$ cat src/core/gp_timer_regs.svh
// register offsets, field positions, reset values and timing counts of the timer set
`ifndef GP_TIMER_REGS_SVH
`define GP_TIMER_REGS_SVH

// ****************************************************************
// register map (byte addresses, one word each)
// ****************************************************************
`define TMR_ADDR_W 8
`define TMR_BANK_STRIDE 8'h10
`define TMR_CTRL_OFS 8'h00
`define TMR_PERIOD_OFS 8'h04
`define TMR_COUNT_OFS 8'h08
`define TMR_IRQ_STAT_ADDR 8'h30
`define TMR_IRQ_MASK_ADDR 8'h34
`define TMR_WD_CTRL_ADDR 8'h38
`define TMR_WD_PERIOD_ADDR 8'h3c
`define TMR_WD_KICK_ADDR 8'h40
`define TMR_ROUTE_ADDR 8'h44
`define TMR_WD_COUNT_ADDR 8'h48

// ****************************************************************
// field positions
// ****************************************************************
`define TMR_CTRL_EN_BIT 0
`define TMR_CTRL_RELOAD_BIT 1
`define TMR_CTRL_PRE_LSB 16
`define TMR_WD_EN_BIT 0
`define TMR_WD_PRE_LSB 16
`define TMR_ROUTE_NMI_BIT 0
`define TMR_STAT_WD_BIT 3

// ****************************************************************
// reset values
// ****************************************************************
`define TMR_CTRL_RST 32'h0000_0000
`define TMR_PERIOD_RST 32'hffff_ffff
`define TMR_MASK_RST 4'h0
`define TMR_WD_PERIOD_RST 16'hffff

// ****************************************************************
// timing
// ****************************************************************
`define TMR_CLK_MHZ 10
`define TMR_WD_PULSE_NS 1000
`define TMR_WD_PULSE_CYC ((`TMR_WD_PULSE_NS * `TMR_CLK_MHZ + 999) / 1000)

`endif

$ cat src/core/gp_timer_pkg.sv
// types shared by the timer set
package gp_timer_pkg;
    typedef enum logic [1:0] {USE_NONE, USE_GP, USE_WD, USE_BOTH} wd_timer_use_t;
    typedef enum logic {RUN_IDLE, RUN_COUNT} run_state_t;
endpackage

$ cat src/core/gp_timer_chan.sv
// one prescaled down-counter with optional auto-reload
`timescale 1ns/1ps
`default_nettype none
module gp_timer_chan
    import gp_timer_pkg::*;
#(
    parameter int CNT_W = 32,
    parameter int PRE_W = 13
)
(
    input wire logic clk,
    input wire logic arst_n,
    input wire logic enable,
    input wire logic start,
    input wire logic auto_reload,
    input wire logic [PRE_W-1:0] prescale,
    input wire logic [CNT_W-1:0] period,
    output logic [CNT_W-1:0] count,
    output logic expire
);
    initial
    begin
        if (CNT_W < 2 || PRE_W < 1)
            $error("gp_timer_chan: widths too small");
    end

    run_state_t state_r;
    logic [PRE_W-1:0] pre_r;
    logic [CNT_W-1:0] cnt_r;
    logic tick;

    assign tick = (state_r == RUN_COUNT) && (pre_r == prescale);

    always_ff @(posedge clk or negedge arst_n)
    begin
        if (!arst_n)
            pre_r <= '0;
        else if (start || tick || state_r == RUN_IDLE)
            pre_r <= '0;
        else
            pre_r <= pre_r + 1'b1;
    end

    always_ff @(posedge clk or negedge arst_n)
    begin
        if (!arst_n)
        begin
            state_r <= RUN_IDLE;
            cnt_r <= '0;
            expire <= 1'b0;
        end
        else
        begin
            expire <= 1'b0;
            // start first: enable is still low in the cycle of the enabling write
            if (start)
            begin
                state_r <= RUN_COUNT;
                cnt_r <= period;
            end
            else if (!enable)
                state_r <= RUN_IDLE;
            else if (tick)
            begin
                if (cnt_r <= CNT_W'(1))
                begin
                    expire <= 1'b1;
                    if (auto_reload)
                        cnt_r <= period;
                    else
                    begin
                        cnt_r <= '0;
                        state_r <= RUN_IDLE;
                    end
                end
                else
                    cnt_r <= cnt_r - 1'b1;
            end
        end
    end

    assign count = cnt_r;
endmodule // gp_timer_chan
`default_nettype wire

$ cat src/core/wd_reset_pulse.sv
// stretches a watchdog expiry into an active-low reset pulse
`timescale 1ns/1ps
`default_nettype none
module wd_reset_pulse
#(
    parameter int PULSE_CYC = 10
)
(
    input wire logic clk,
    input wire logic arst_n,
    input wire logic fire,
    output logic reset_out_n
);
    localparam int CW = $clog2(PULSE_CYC + 1);

    initial
    begin
        if (PULSE_CYC < 1)
            $error("wd_reset_pulse: pulse length below one cycle");
    end

    logic [CW-1:0] left_r;

    always_ff @(posedge clk or negedge arst_n)
    begin
        if (!arst_n)
        begin
            left_r <= '0;
            reset_out_n <= 1'b1;
        end
        else if (fire)
        begin
            left_r <= CW'(PULSE_CYC - 1);
            reset_out_n <= 1'b0;
        end
        else if (left_r != '0)
            left_r <= left_r - 1'b1;
        else
            reset_out_n <= 1'b1;
    end
endmodule // wd_reset_pulse
`default_nettype wire

$ cat src/core/gp_watchdog_timer_set.sv
// top of the three-timer set with watchdog on the third timer
`timescale 1ns/1ps
`default_nettype none
`include "gp_timer_regs.svh"
module gp_watchdog_timer_set
    import gp_timer_pkg::*;
#(
    parameter int NUM_TMR = 3,
    parameter int CNT_W = 32,
    parameter int PRE_W = 13,
    parameter int WD_CNT_W = 16,
    parameter int WD_PRE_W = 16
)
(
    input wire logic CLK,
    input wire logic ARST_N,
    input wire logic [`TMR_ADDR_W-1:0] ADDR,
    input wire logic [31:0] WDATA,
    input wire logic WR,
    input wire logic RD,
    output logic [31:0] RDATA,
    output logic ORDINARY_TICK_IRQ,
    output logic NMI_IRQ,
    output logic [NUM_TMR-1:0] DMA_EVT,
    output logic WD_RESET_N
);
    initial
    begin
        if (NUM_TMR != 3)
            $error("gp_watchdog_timer_set: exactly three timers are supported");
        if (CNT_W != 32)
            $error("gp_watchdog_timer_set: timer counters must be 32 bits");
        if (PRE_W < 1 || PRE_W > 16)
            $error("gp_watchdog_timer_set: timer prescaler must fit bits 31:16");
        if (WD_CNT_W < 2 || WD_CNT_W > 32)
            $error("gp_watchdog_timer_set: watchdog counter width out of range");
        if (WD_PRE_W < 1 || WD_PRE_W > 16)
            $error("gp_watchdog_timer_set: watchdog prescaler must fit bits 31:16");
    end

    localparam int NST = NUM_TMR + 1;

    // ****************************************************************
    // register state
    // ****************************************************************
    logic [NUM_TMR-1:0] en_r;
    logic [NUM_TMR-1:0] reload_r;
    logic [PRE_W-1:0] pre_r [NUM_TMR];
    logic [CNT_W-1:0] period_r [NUM_TMR];
    logic [CNT_W-1:0] count_w [NUM_TMR];
    logic [NUM_TMR-1:0] start_w;
    logic [NUM_TMR-1:0] expire_w;
    logic [NST-1:0] stat_r;
    logic [NST-1:0] stat_nxt;
    logic [NST-1:0] mask_r;
    logic wd_en_r;
    logic [WD_PRE_W-1:0] wd_pre_r;
    logic [WD_CNT_W-1:0] wd_period_r;
    logic [WD_CNT_W-1:0] wd_count_w;
    logic wd_start;
    logic wd_expire;
    logic route_nmi_r;
    logic irq_any;
    wd_timer_use_t wd_use;
    logic wd_run;
    logic wd_ctrl_wr;
    logic wd_period_wr;
    logic wd_kick_wr;
    logic stat_wr;
    logic mask_wr;
    logic route_wr;
    logic [NST-1:0] stat_set;
    logic [31:0] rdata_nxt;

    // ****************************************************************
    // address decode of the shared registers
    // ****************************************************************
    // one strobe qualifies each shared register write
    assign wd_ctrl_wr = WR && ADDR == `TMR_WD_CTRL_ADDR;
    assign wd_period_wr = WR && ADDR == `TMR_WD_PERIOD_ADDR;
    assign wd_kick_wr = WR && ADDR == `TMR_WD_KICK_ADDR;
    assign stat_wr = WR && ADDR == `TMR_IRQ_STAT_ADDR;
    assign mask_wr = WR && ADDR == `TMR_IRQ_MASK_ADDR;
    assign route_wr = WR && ADDR == `TMR_ROUTE_ADDR;

    // ****************************************************************
    // general-purpose timers
    // ****************************************************************
    // three independent timers
    genvar g;
    generate
        for (g = 0; g < NUM_TMR; g++)
        begin : g_tmr
            localparam logic [7:0] BASE = 8'(g) * `TMR_BANK_STRIDE;
            logic ctrl_hit;
            logic period_hit;

            assign ctrl_hit = WR && ADDR == BASE + `TMR_CTRL_OFS;
            assign period_hit = WR && ADDR == BASE + `TMR_PERIOD_OFS;
            // writing the control word with enable set (re)starts the count
            assign start_w[g] = ctrl_hit && WDATA[`TMR_CTRL_EN_BIT];

            always_ff @(posedge CLK or negedge ARST_N)
            begin
                if (!ARST_N)
                begin
                    en_r[g] <= 1'b0;
                    reload_r[g] <= 1'b0;
                    pre_r[g] <= '0;
                end
                else if (ctrl_hit)
                begin
                    en_r[g] <= WDATA[`TMR_CTRL_EN_BIT];
                    reload_r[g] <= WDATA[`TMR_CTRL_RELOAD_BIT];
                    pre_r[g] <= WDATA[`TMR_CTRL_PRE_LSB +: PRE_W];
                end
            end

            // a new period takes effect at the next start or reload
            always_ff @(posedge CLK or negedge ARST_N)
            begin
                if (!ARST_N)
                    period_r[g] <= `TMR_PERIOD_RST;
                else if (period_hit)
                    period_r[g] <= WDATA[CNT_W-1:0];
            end

            gp_timer_chan #(
                .CNT_W(CNT_W),
                .PRE_W(PRE_W)
            ) u_chan (
                .clk(CLK),
                .arst_n(ARST_N),
                .enable(en_r[g]),
                .start(start_w[g]),
                .auto_reload(reload_r[g]),
                .prescale(pre_r[g]),
                .period(period_r[g]),
                .count(count_w[g]),
                .expire(expire_w[g])
            );
        end
    endgenerate

    // ****************************************************************
    // watchdog on the third timer
    // ****************************************************************
    // only the third timer has watchdog use
    assign wd_use = wd_timer_use_t'({wd_en_r, en_r[NUM_TMR-1]});
    // a kick or an enabling control write reloads the watchdog
    assign wd_start = wd_kick_wr || (wd_ctrl_wr && WDATA[`TMR_WD_EN_BIT]);

    // ****************************************************************
    // watchdog use of the third timer
    // ****************************************************************
    always_comb
    begin
        unique case (wd_use)
            USE_NONE: wd_run = 1'b0;
            USE_GP: wd_run = 1'b0;
            USE_WD: wd_run = 1'b1;
            USE_BOTH: wd_run = 1'b1;
        endcase
    end

    always_ff @(posedge CLK or negedge ARST_N)
    begin
        if (!ARST_N)
        begin
            wd_en_r <= 1'b0;
            wd_pre_r <= '0;
        end
        else if (wd_ctrl_wr)
        begin
            wd_en_r <= WDATA[`TMR_WD_EN_BIT];
            wd_pre_r <= WDATA[`TMR_WD_PRE_LSB +: WD_PRE_W];
        end
    end

    always_ff @(posedge CLK or negedge ARST_N)
    begin
        if (!ARST_N)
            wd_period_r <= `TMR_WD_PERIOD_RST;
        else if (wd_period_wr)
            wd_period_r <= WDATA[WD_CNT_W-1:0];
    end

    gp_timer_chan #(
        .CNT_W(WD_CNT_W),
        .PRE_W(WD_PRE_W)
    ) u_wd (
        .clk(CLK),
        .arst_n(ARST_N),
        .enable(wd_run),
        .start(wd_start),
        .auto_reload(1'b0),
        .prescale(wd_pre_r),
        .period(wd_period_r),
        .count(wd_count_w),
        .expire(wd_expire)
    );

    wd_reset_pulse #(
        .PULSE_CYC(`TMR_WD_PULSE_CYC)
    ) u_rst (
        .clk(CLK),
        .arst_n(ARST_N),
        .fire(wd_expire),
        .reset_out_n(WD_RESET_N)
    );

    // ****************************************************************
    // interrupt latches and routing
    // ****************************************************************
    assign stat_set = {wd_expire, expire_w};

    // per-timer latch, set wins over clear
    always_comb
    begin
        stat_nxt = stat_r;
        if (stat_wr)
            stat_nxt = stat_r & ~WDATA[NST-1:0];
        // an expiry in the clearing cycle keeps its bit set
        stat_nxt = stat_nxt | stat_set;
    end

    always_ff @(posedge CLK or negedge ARST_N)
    begin
        if (!ARST_N)
            stat_r <= '0;
        else
            stat_r <= stat_nxt;
    end

    always_ff @(posedge CLK or negedge ARST_N)
    begin
        if (!ARST_N)
            mask_r <= `TMR_MASK_RST;
        else if (mask_wr)
            mask_r <= WDATA[NST-1:0];
    end

    always_ff @(posedge CLK or negedge ARST_N)
    begin
        if (!ARST_N)
            route_nmi_r <= 1'b0;
        else if (route_wr)
            route_nmi_r <= WDATA[`TMR_ROUTE_NMI_BIT];
    end

    // next status, so the line rises at the edge that sets the latch
    // periodic interrupt from latched expiries
    assign irq_any = |(stat_nxt & mask_r);

    // one shared interrupt, ordinary or non-maskable
    always_ff @(posedge CLK or negedge ARST_N)
    begin
        if (!ARST_N)
            ORDINARY_TICK_IRQ <= 1'b0;
        else
            ORDINARY_TICK_IRQ <= irq_any && !route_nmi_r;
    end

    always_ff @(posedge CLK or negedge ARST_N)
    begin
        if (!ARST_N)
            NMI_IRQ <= 1'b0;
        else
            NMI_IRQ <= irq_any && route_nmi_r;
    end

    // unmasked: dma sees every general-purpose timer expiry whatever the interrupt mask; watchdog expiry gives no dma event
    // expiry as DMA event pulse
    always_ff @(posedge CLK or negedge ARST_N)
    begin
        if (!ARST_N)
            DMA_EVT <= '0;
        else
            DMA_EVT <= expire_w;
    end

    // ****************************************************************
    // register read port
    // ****************************************************************
    // unmapped addresses and idle cycles read as zero
    always_comb
    begin
        rdata_nxt = 32'h0000_0000;
        if (RD)
        begin
            // timer banks
            for (int i = 0; i < NUM_TMR; i++)
            begin
                if (ADDR == 8'(i) * `TMR_BANK_STRIDE + `TMR_CTRL_OFS)
                begin
                    rdata_nxt[`TMR_CTRL_EN_BIT] = en_r[i];
                    rdata_nxt[`TMR_CTRL_RELOAD_BIT] = reload_r[i];
                    rdata_nxt[`TMR_CTRL_PRE_LSB +: PRE_W] = pre_r[i];
                end
                if (ADDR == 8'(i) * `TMR_BANK_STRIDE + `TMR_PERIOD_OFS)
                    rdata_nxt = period_r[i];
                if (ADDR == 8'(i) * `TMR_BANK_STRIDE + `TMR_COUNT_OFS)
                    rdata_nxt = count_w[i];
            end
            // shared registers
            unique case (ADDR)
                `TMR_IRQ_STAT_ADDR: rdata_nxt[NST-1:0] = stat_r;
                `TMR_IRQ_MASK_ADDR: rdata_nxt[NST-1:0] = mask_r;
                `TMR_WD_CTRL_ADDR:
                begin
                    rdata_nxt[`TMR_WD_EN_BIT] = wd_en_r;
                    rdata_nxt[`TMR_WD_PRE_LSB +: WD_PRE_W] = wd_pre_r;
                end
                `TMR_WD_PERIOD_ADDR: rdata_nxt[WD_CNT_W-1:0] = wd_period_r;
                `TMR_ROUTE_ADDR: rdata_nxt[`TMR_ROUTE_NMI_BIT] = route_nmi_r;
                `TMR_WD_COUNT_ADDR: rdata_nxt[WD_CNT_W-1:0] = wd_count_w;
                default:
                begin
                end
            endcase
        end
    end

    always_ff @(posedge CLK or negedge ARST_N)
    begin
        if (!ARST_N)
            RDATA <= 32'h0000_0000;
        else
            RDATA <= rdata_nxt;
    end
endmodule // gp_watchdog_timer_set
`default_nettype wire

$ cat config.mk
export PLATFORM = sky130hd
export DESIGN_NAME = gp_watchdog_timer_set
export DESIGN_NICKNAME = d
export VERILOG_FILES = /design/src/core/gp_timer_pkg.sv /design/src/core/gp_timer_chan.sv /design/src/core/wd_reset_pulse.sv /design/src/core/gp_watchdog_timer_set.sv
export VERILOG_INCLUDE_DIRS = /design/src /design/src/core
export SDC_FILE = /design/constraint.sdc
export NUM_CORES = 1
export LEC_CHECK = 0
export ABC_CLOCK_PERIOD_IN_PS = 7950
export BUFFER_PORTS_ARGS = -buffer_cell sky130_fd_sc_hd__buf_2
export CAP_MARGIN = 10
export CORE_ASPECT_RATIO = 1.25
export CORE_MARGIN = 2
export CORE_UTILIZATION = 49
export DETAILED_ROUTE_END_ITERATION = 10
export HOLD_SLACK_MARGIN = 0.12
export PLACE_DENSITY = 0.71
export SYNTH_ARGS = -nofsm -noshare
export SYNTH_HDL_FRONTEND = slang
export SYNTH_HIERARCHICAL = 1
export SYNTH_SLANG_ARGS = --single-unit
$ cat constraint.sdc
create_clock -name CLK -period 7.95 [get_ports CLK]
set_clock_uncertainty 0.15 [all_clocks]
set_input_delay 1.59 -clock CLK [delete_from_list [all_inputs] [get_ports CLK]]
set_output_delay 1.59 -clock CLK [all_outputs]
set_load 0.005 [all_outputs]
After elaboration in Yosys (flattened, before gate mapping)
Index checks and enable logic that the tools add are counted.
{"block": "word_totals", "ff_bits": 400, "out_inout_bits": 38}
{"block": "op_classes", "n_addsub": 9, "order_cmp": 4, "eq_ne": 34, "muxes": 81, "n_bitwise": 8, "reduce_logical": 55}
{"op": "two-way mux 32 bit", "n": 22}
{"op": "less-or-equal comparator 32 x 1 -> 1 bit, second input constant", "n": 3}
{"op": "two-way mux 16 bit", "n": 6}
{"op": "subtractor 32 x 1 -> 32 bit, second input constant", "n": 3}
{"op": "two-way mux 13 bit", "n": 6}
{"op": "equality test 8 x 6 -> 1 bit, second input constant", "n": 7}
{"op": "adder 13 x 1 -> 13 bit, second input constant", "n": 3}
{"op": "equality test 13 bit", "n": 3}
{"op": "two-way mux 1 bit", "n": 37}
{"op": "equality test 8 x 5 -> 1 bit, second input constant", "n": 3}
{"op": "equality test 8 x 7 -> 1 bit, second input constant", "n": 3}
{"op": "one-hot mux 12 bit (2 select lines)", "n": 1}
{"op": "logical AND 1 bit", "n": 22}
{"op": "inequality test 3 x 1 -> 1 bit, second input constant", "n": 6}
{"op": "nonzero test 2 bit", "n": 9}
{"op": "adder 16 x 1 -> 16 bit, second input constant", "n": 1}
{"op": "equality test 16 bit", "n": 1}
{"op": "less-or-equal comparator 16 x 1 -> 1 bit, second input constant", "n": 1}
{"op": "subtractor 16 x 1 -> 16 bit, second input constant", "n": 1}
{"op": "two-way mux 4 bit", "n": 3}
{"op": "one-hot mux 3 bit (4 select lines)", "n": 1}
{"op": "AND reduction 2 bit", "n": 5}
{"op": "logical OR 1 bit", "n": 9}
{"op": "inequality test 3 x 2 -> 1 bit, second input constant", "n": 3}
{"op": "other kinds (21)", "n": 32}

Logic depth before layout (Yosys ltp)
{"block": "logic_depth", "depth_word": 12, "depth_mapped": 13, "mapped_depth_nobuf": 9}

Cells and area by module
The synthesis kept the hierarchy.
{"mod": "gp_watchdog_timer_set", "n_inst": 1, "cells_per_inst": 914, "area_each_um2": 10747.8}
{"mod": "gp_timer_chan at g_tmr[0].u_chan ...", "n_inst": 3, "cells_per_inst": 333, "area_each_um2": 3045.4}
{"mod": "gp_timer_chan at u_wd", "n_inst": 1, "cells_per_inst": 233, "area_each_um2": 2094.5}
{"mod": "wd_reset_pulse", "n_inst": 1, "cells_per_inst": 24, "area_each_um2": 254.0}

Worst setup path before layout
No wires, ideal clock.
{"block": "synth_timing", "path_type": "input to register", "start": "in ADDR[5]", "end": "reg g_tmr[2].u_chan.cnt_r[14]", "setup_time_ns": 0.126, "t_arrival_ns": 4.202, "slack_ns": 3.472, "path_stages": 12, "n_path_buf": 5, "path_cell_list": "buf_4 -> or3b_2 -> buf_2 -> nor2_8 -> nand3_2 -> buf_2 -> nor2_1 -> clkbuf_1 -> clkinv_1 -> clkbuf_1 -> o311a_1 -> a221o_1"}
{"block": "synth_between", "elab_chain_cells": 5, "word_cells_on_any_way": 7, "cone_classes": "eq/ne: 1; mux: 1; reduce/logical: 5"}
{"item": "start, declared", "line_no": "gp_watchdog_timer_set.sv:17", "source": "input wire logic [`TMR_ADDR_W-1:0] ADDR,"}
{"item": "equality test 8 x 6 -> 1 bit (no source line) *"}
{"item": "logical AND 1 bit (no source line) *"}
{"item": "logical AND 1 bit *", "line_no": "gp_watchdog_timer_set.sv:101", "source": "assign start_w[g] = ctrl_hit && WDATA[`TMR_CTRL_EN_BIT];"}
{"item": "via start_w[2]", "line_no": "gp_watchdog_timer_set.sv:51", "source": "logic [NUM_TMR-1:0] start_w;"}
{"item": "nonzero test 2 bit (no source line)"}
{"item": "AND reduction 2 bit (no source line)"}
{"item": "end signal, assigned", "line_no": "gp_timer_chan.sv:59", "source": "cnt_r <= period;"}
{"item": "end signal, assigned", "line_no": "gp_timer_chan.sv:69", "source": "cnt_r <= period;"}
{"item": "end signal, assigned", "line_no": "gp_timer_chan.sv:77", "source": "cnt_r <= cnt_r - 1'b1;"}
{"item": "end, declared", "line_no": "gp_timer_chan.sv:29", "source": "logic [CNT_W-1:0] cnt_r;"}
Mark *: on every way through the listed nets, which the timed path passes. The rest lies on a longest branch.
A chain may end at the register's enable or synchronous reset.

Final worst setup path
{"block": "layout_timing", "start": "in ADDR[7]", "end": "reg g_tmr[2].u_chan.cnt_r[12]"}
The elaborated chain is that of the path after synthesis.

==> summary.txt <==
Routing
  • Via density: 6.817
  • Vias: 19140
  • Final WL: around 80000 um
  • DRC Markers: 0
  • Post-route ant nets: 0
  • Drt wl/cell: 28.56 um
  • Initial DRC Count: 2113
  • Drt first pass iters: 5

Clock tree
  • Post-CTS Hold Buffers: 0
  • Reg clk slew, reported paths: 60 ps
  • Clk buf depth: 3
  • H-tree depth: 2
  • Root Driver: clkbuf_16
  • Resized cells post-CTS: 0
  • CTS tree: yes
  • Post-CTS setup buffer count: 0
  • Total CTS buffers: 44
  • Clock Latency Late Sink: roughly 590 ps
  • Clock sinks: 400

Power and ir drop
  • Cell Pwr Density: 197.2 nW/um^2
  • Worst vdd ir: 0.0001640 V
  • Leakage power: 0.01055 uW

Synthesis
  • Yosys warning count: 6
  • Mapped Cells: around 2200
  • Synth top area share: 32.30%
  • Post-synthesis sequential area ratio: 45.66%
  • Syn Std Cell Area: roughly 22000 sq um
  • FF+latch count, synth: 400
  • Synth area leaders: dfrtp_1 (32%), dfstp_2 (13%), mux2_2 (8.7%), nor2_1 (3.1%), xor2_1 (2.9%)
  • Top FF cell, synth: dfrtp_1
  • Number of enable flip-flop cells after synthesis: 0
  • Post-Syn Area per Cell: between 10 and 15 sq um
  • Asr flop ratio synth: 100.0%
  • Synth unique cells: between 90 and 100
  • Cell taking the most area after synthesis: dfrtp_1

Worst setup path
  • Worst path max stage delay: 670 ps
  • Critical path required time: 8320 ps
  • Slowest-stage cell, CP: or3b_2
  • Crit path DAT: 5250 ps
  • Nature of the critical path endpoint: register
  • Crit-path cells: buf_2, or3b_2, nor2_8, nand3_2, nor2_2, clkinv_1, o41ai_4, buf_4, a21boi_4, a221o_1
  • Crit path max fanout: 25
  • Setup crit start kind: input port
  • CP Class: input port to register

Flow run
  • Max-Cap Viols: 0

Global routing
  • Antenna violations before repair: 0
  • Number of global-route vias before repair: 18680
  • Pin count of the biggest net entering global routing: 166
  • GRT Util Overall: ~34%
  • GRT overflow: 0
  • First-pass GRT wire length: 120000 um

Layout
  • Share of cells above drive strength 1: 23.78%
  • P&R area growth vs syn: 10.25%
  • Final-stage net count: 2253

STA
  • Final hold vios: 0
  • Tmin final: 4884 ps
  • Slew Limit Fails: 0
  • F_max: 204.8 MHz
  • Final WS setup: 3066 ps
  • Slew margin rel.: 15.97%
  • Crit share post-route: about three fifths
  • # setup viols final: 0
  • Unrepaired setup endpoints after global routing: false
  • Least-Margin Pin Slew: 1260 ps
  • Setup TNS: 0 ps

Die
  • Die area: between 40000 and 50000 sq um
  • Die Ht: 242.2 um
  • Die W: slightly below 200 um
  • Total I/O pin count: 82
  • Total core area: 44960 sq um
  • # rows: just under 90
  • Initial Util: between 40% and 50%

Placed design
  • Post-DP HPWL: 57510 um
  • Pre-CTS setup slack: 2520 ps
  • Buffers on Ports: 81
  • RePlAce Congestion: 0.9645

Run status
  • Status: finished clean

Hold path
  • Hold Path Class: register to register
## worst max-delay path, delay by kind of cell
family	cells	cell delay (ps)
and+or+nand+nor	4	1710
AOI/OAI and AO/OA	3	810
buffers and inverters	3	1120
## routing by layer
layer	track usage, %	vias up	part of all wire, %
li1	-	8294	-
met1	41.86	9639	38
met2	55.24	955	48
met3	6.112	253	7.4
met4	18.71	0	6.4
met5	0	-	0
## layout make-up
cell class | instances | area, sq um
timing repair buffer | 114 | 675.6
clock inverter | 17 | 225.2
inverter | 70 | 262.8
fill | 4006 | 20440
antenna | 1 | 2.502
clock buffer | 63 | 1254
tap | 578 | 723.2
multi-input combinational | 1565 | 11220
sequential | 400 | 10150
## power breakdown
group | leakage (uW) | internal, uW | switching (uW) | total [uW]
clock | 0.000707 | 1260 | 876 | 2140
combinational | 0.00479 | 168 | 293 | 461
sequential | 0.00505 | 2130 | 101 | 2240
## sequential cells by signal, indices dropped and copies added (netlist names), 4 cells and up
register,cells
u_wd/count,16
u_wd/pre_r,16
wd_pre_r,16
u_rst/left_r,4
g_tmr.u_chan/pre_r,39
period_r,96
RDATA,32
stat_r,4
mask_r,4
pre_r,39
wd_period_r,16
g_tmr.u_chan/count,96
## cells in the final DEF (no fill, tap or decap), types with 12 or more instances in the layout
cell,n
nand2_1,139
nor2_1,178
o311a_1,21
a221o_1,28
clkbuf_1,12
o21ai_0,99
buf_4,32
ha_1,14
inv_1,67
nand3_1,36
xnor2_1,33
a22oi_1,71
mux2_2,172
o22ai_1,62
mux2i_1,22
nand4_1,19
a32oi_1,47
o221ai_1,12
nor3_1,69
clkbuf_16,45
dfrtp_1,287
dfstp_2,113
o2bb2ai_1,51
nor4_1,49
buf_2,80
or4_1,18
a21oi_1,72
and3_1,40
xor2_1,73
## worst paths after layout
check,depth (start not counted),from,endpoint,slack (ps)
setup reg to reg,5,g_tmr[0].u_chan/pre_r[4],g_tmr[0].u_chan/count[28],4170
hold reg to reg,0,g_tmr[1].u_chan/expire,DMA_EVT[1],240
setup / recovery,10,ADDR[7],g_tmr[2].u_chan/count[12],3070
hold / removal,0,g_tmr[1].u_chan/expire,DMA_EVT[1],240
min in group asynchronous,1,ARST_N,g_tmr[0].u_chan/count[0],900
max in group asynchronous,2,ARST_N,g_tmr[1].u_chan/count[13],5080
## logic make-up (layout without fill, tap and decap cells)
kind of cell	count (synthesis)	in the layout	share of synthesized area, %
xor gates and xnor gates	106	106	4.176
AOI/OAI and AO/OA	591	591	19.96
and+or+nand+nor	656	656	15.44
other	1	3	0.01687
muxes	196	196	9.854
DFF	400	400	45.66
buffers and inverters	206	264	4.114
adders and majority gates	14	14	0.7879
## metrics by stage
stage          hold WS, ps  instance area (sq um)  power, uW  util (%)  std cells
3_5_place_dp         238.3                  23030       2718     51.23       2727
6_report             241.0                  24510       4833     54.52       2808
2_1_floorplan        205.4                  22240       2507         -       2171
3_3_place_gp         241.0                  23030       2700     51.23       2727
4_1_cts              247.8                  24510       4854     54.52       2807
5_1_grt              257.4                  24510       4983     54.52       2807
## synth_stat cells (all sizes together) (8+ instances only)
cell / count
o211ai: 10
nand2b: 9
mux2: 173
nand3: 39
a21oi: 72
o311a: 21
and4: 9
o22ai: 62
o41ai: 9
dfrtp: 287
or3: 10
or2: 10
nand4: 19
o32ai: 11
nor2: 187
o221ai: 12
nor4: 56
a221oi: 11
o2bb2ai: 51
a22o: 9
ha: 14
nor3: 71
and3: 40
o21ai: 101
buf: 63
xor2: 73
nand2: 142
dfstp: 113
xnor2: 33
a31oi: 11
mux2i: 22
a221o: 28
a222oi: 9
a21o: 8
a22oi: 71
or4: 18
clkbuf: 73
a32oi: 47
inv: 67
nor2b: 11
No activity file was read; power rests on OpenSTA's default activity.
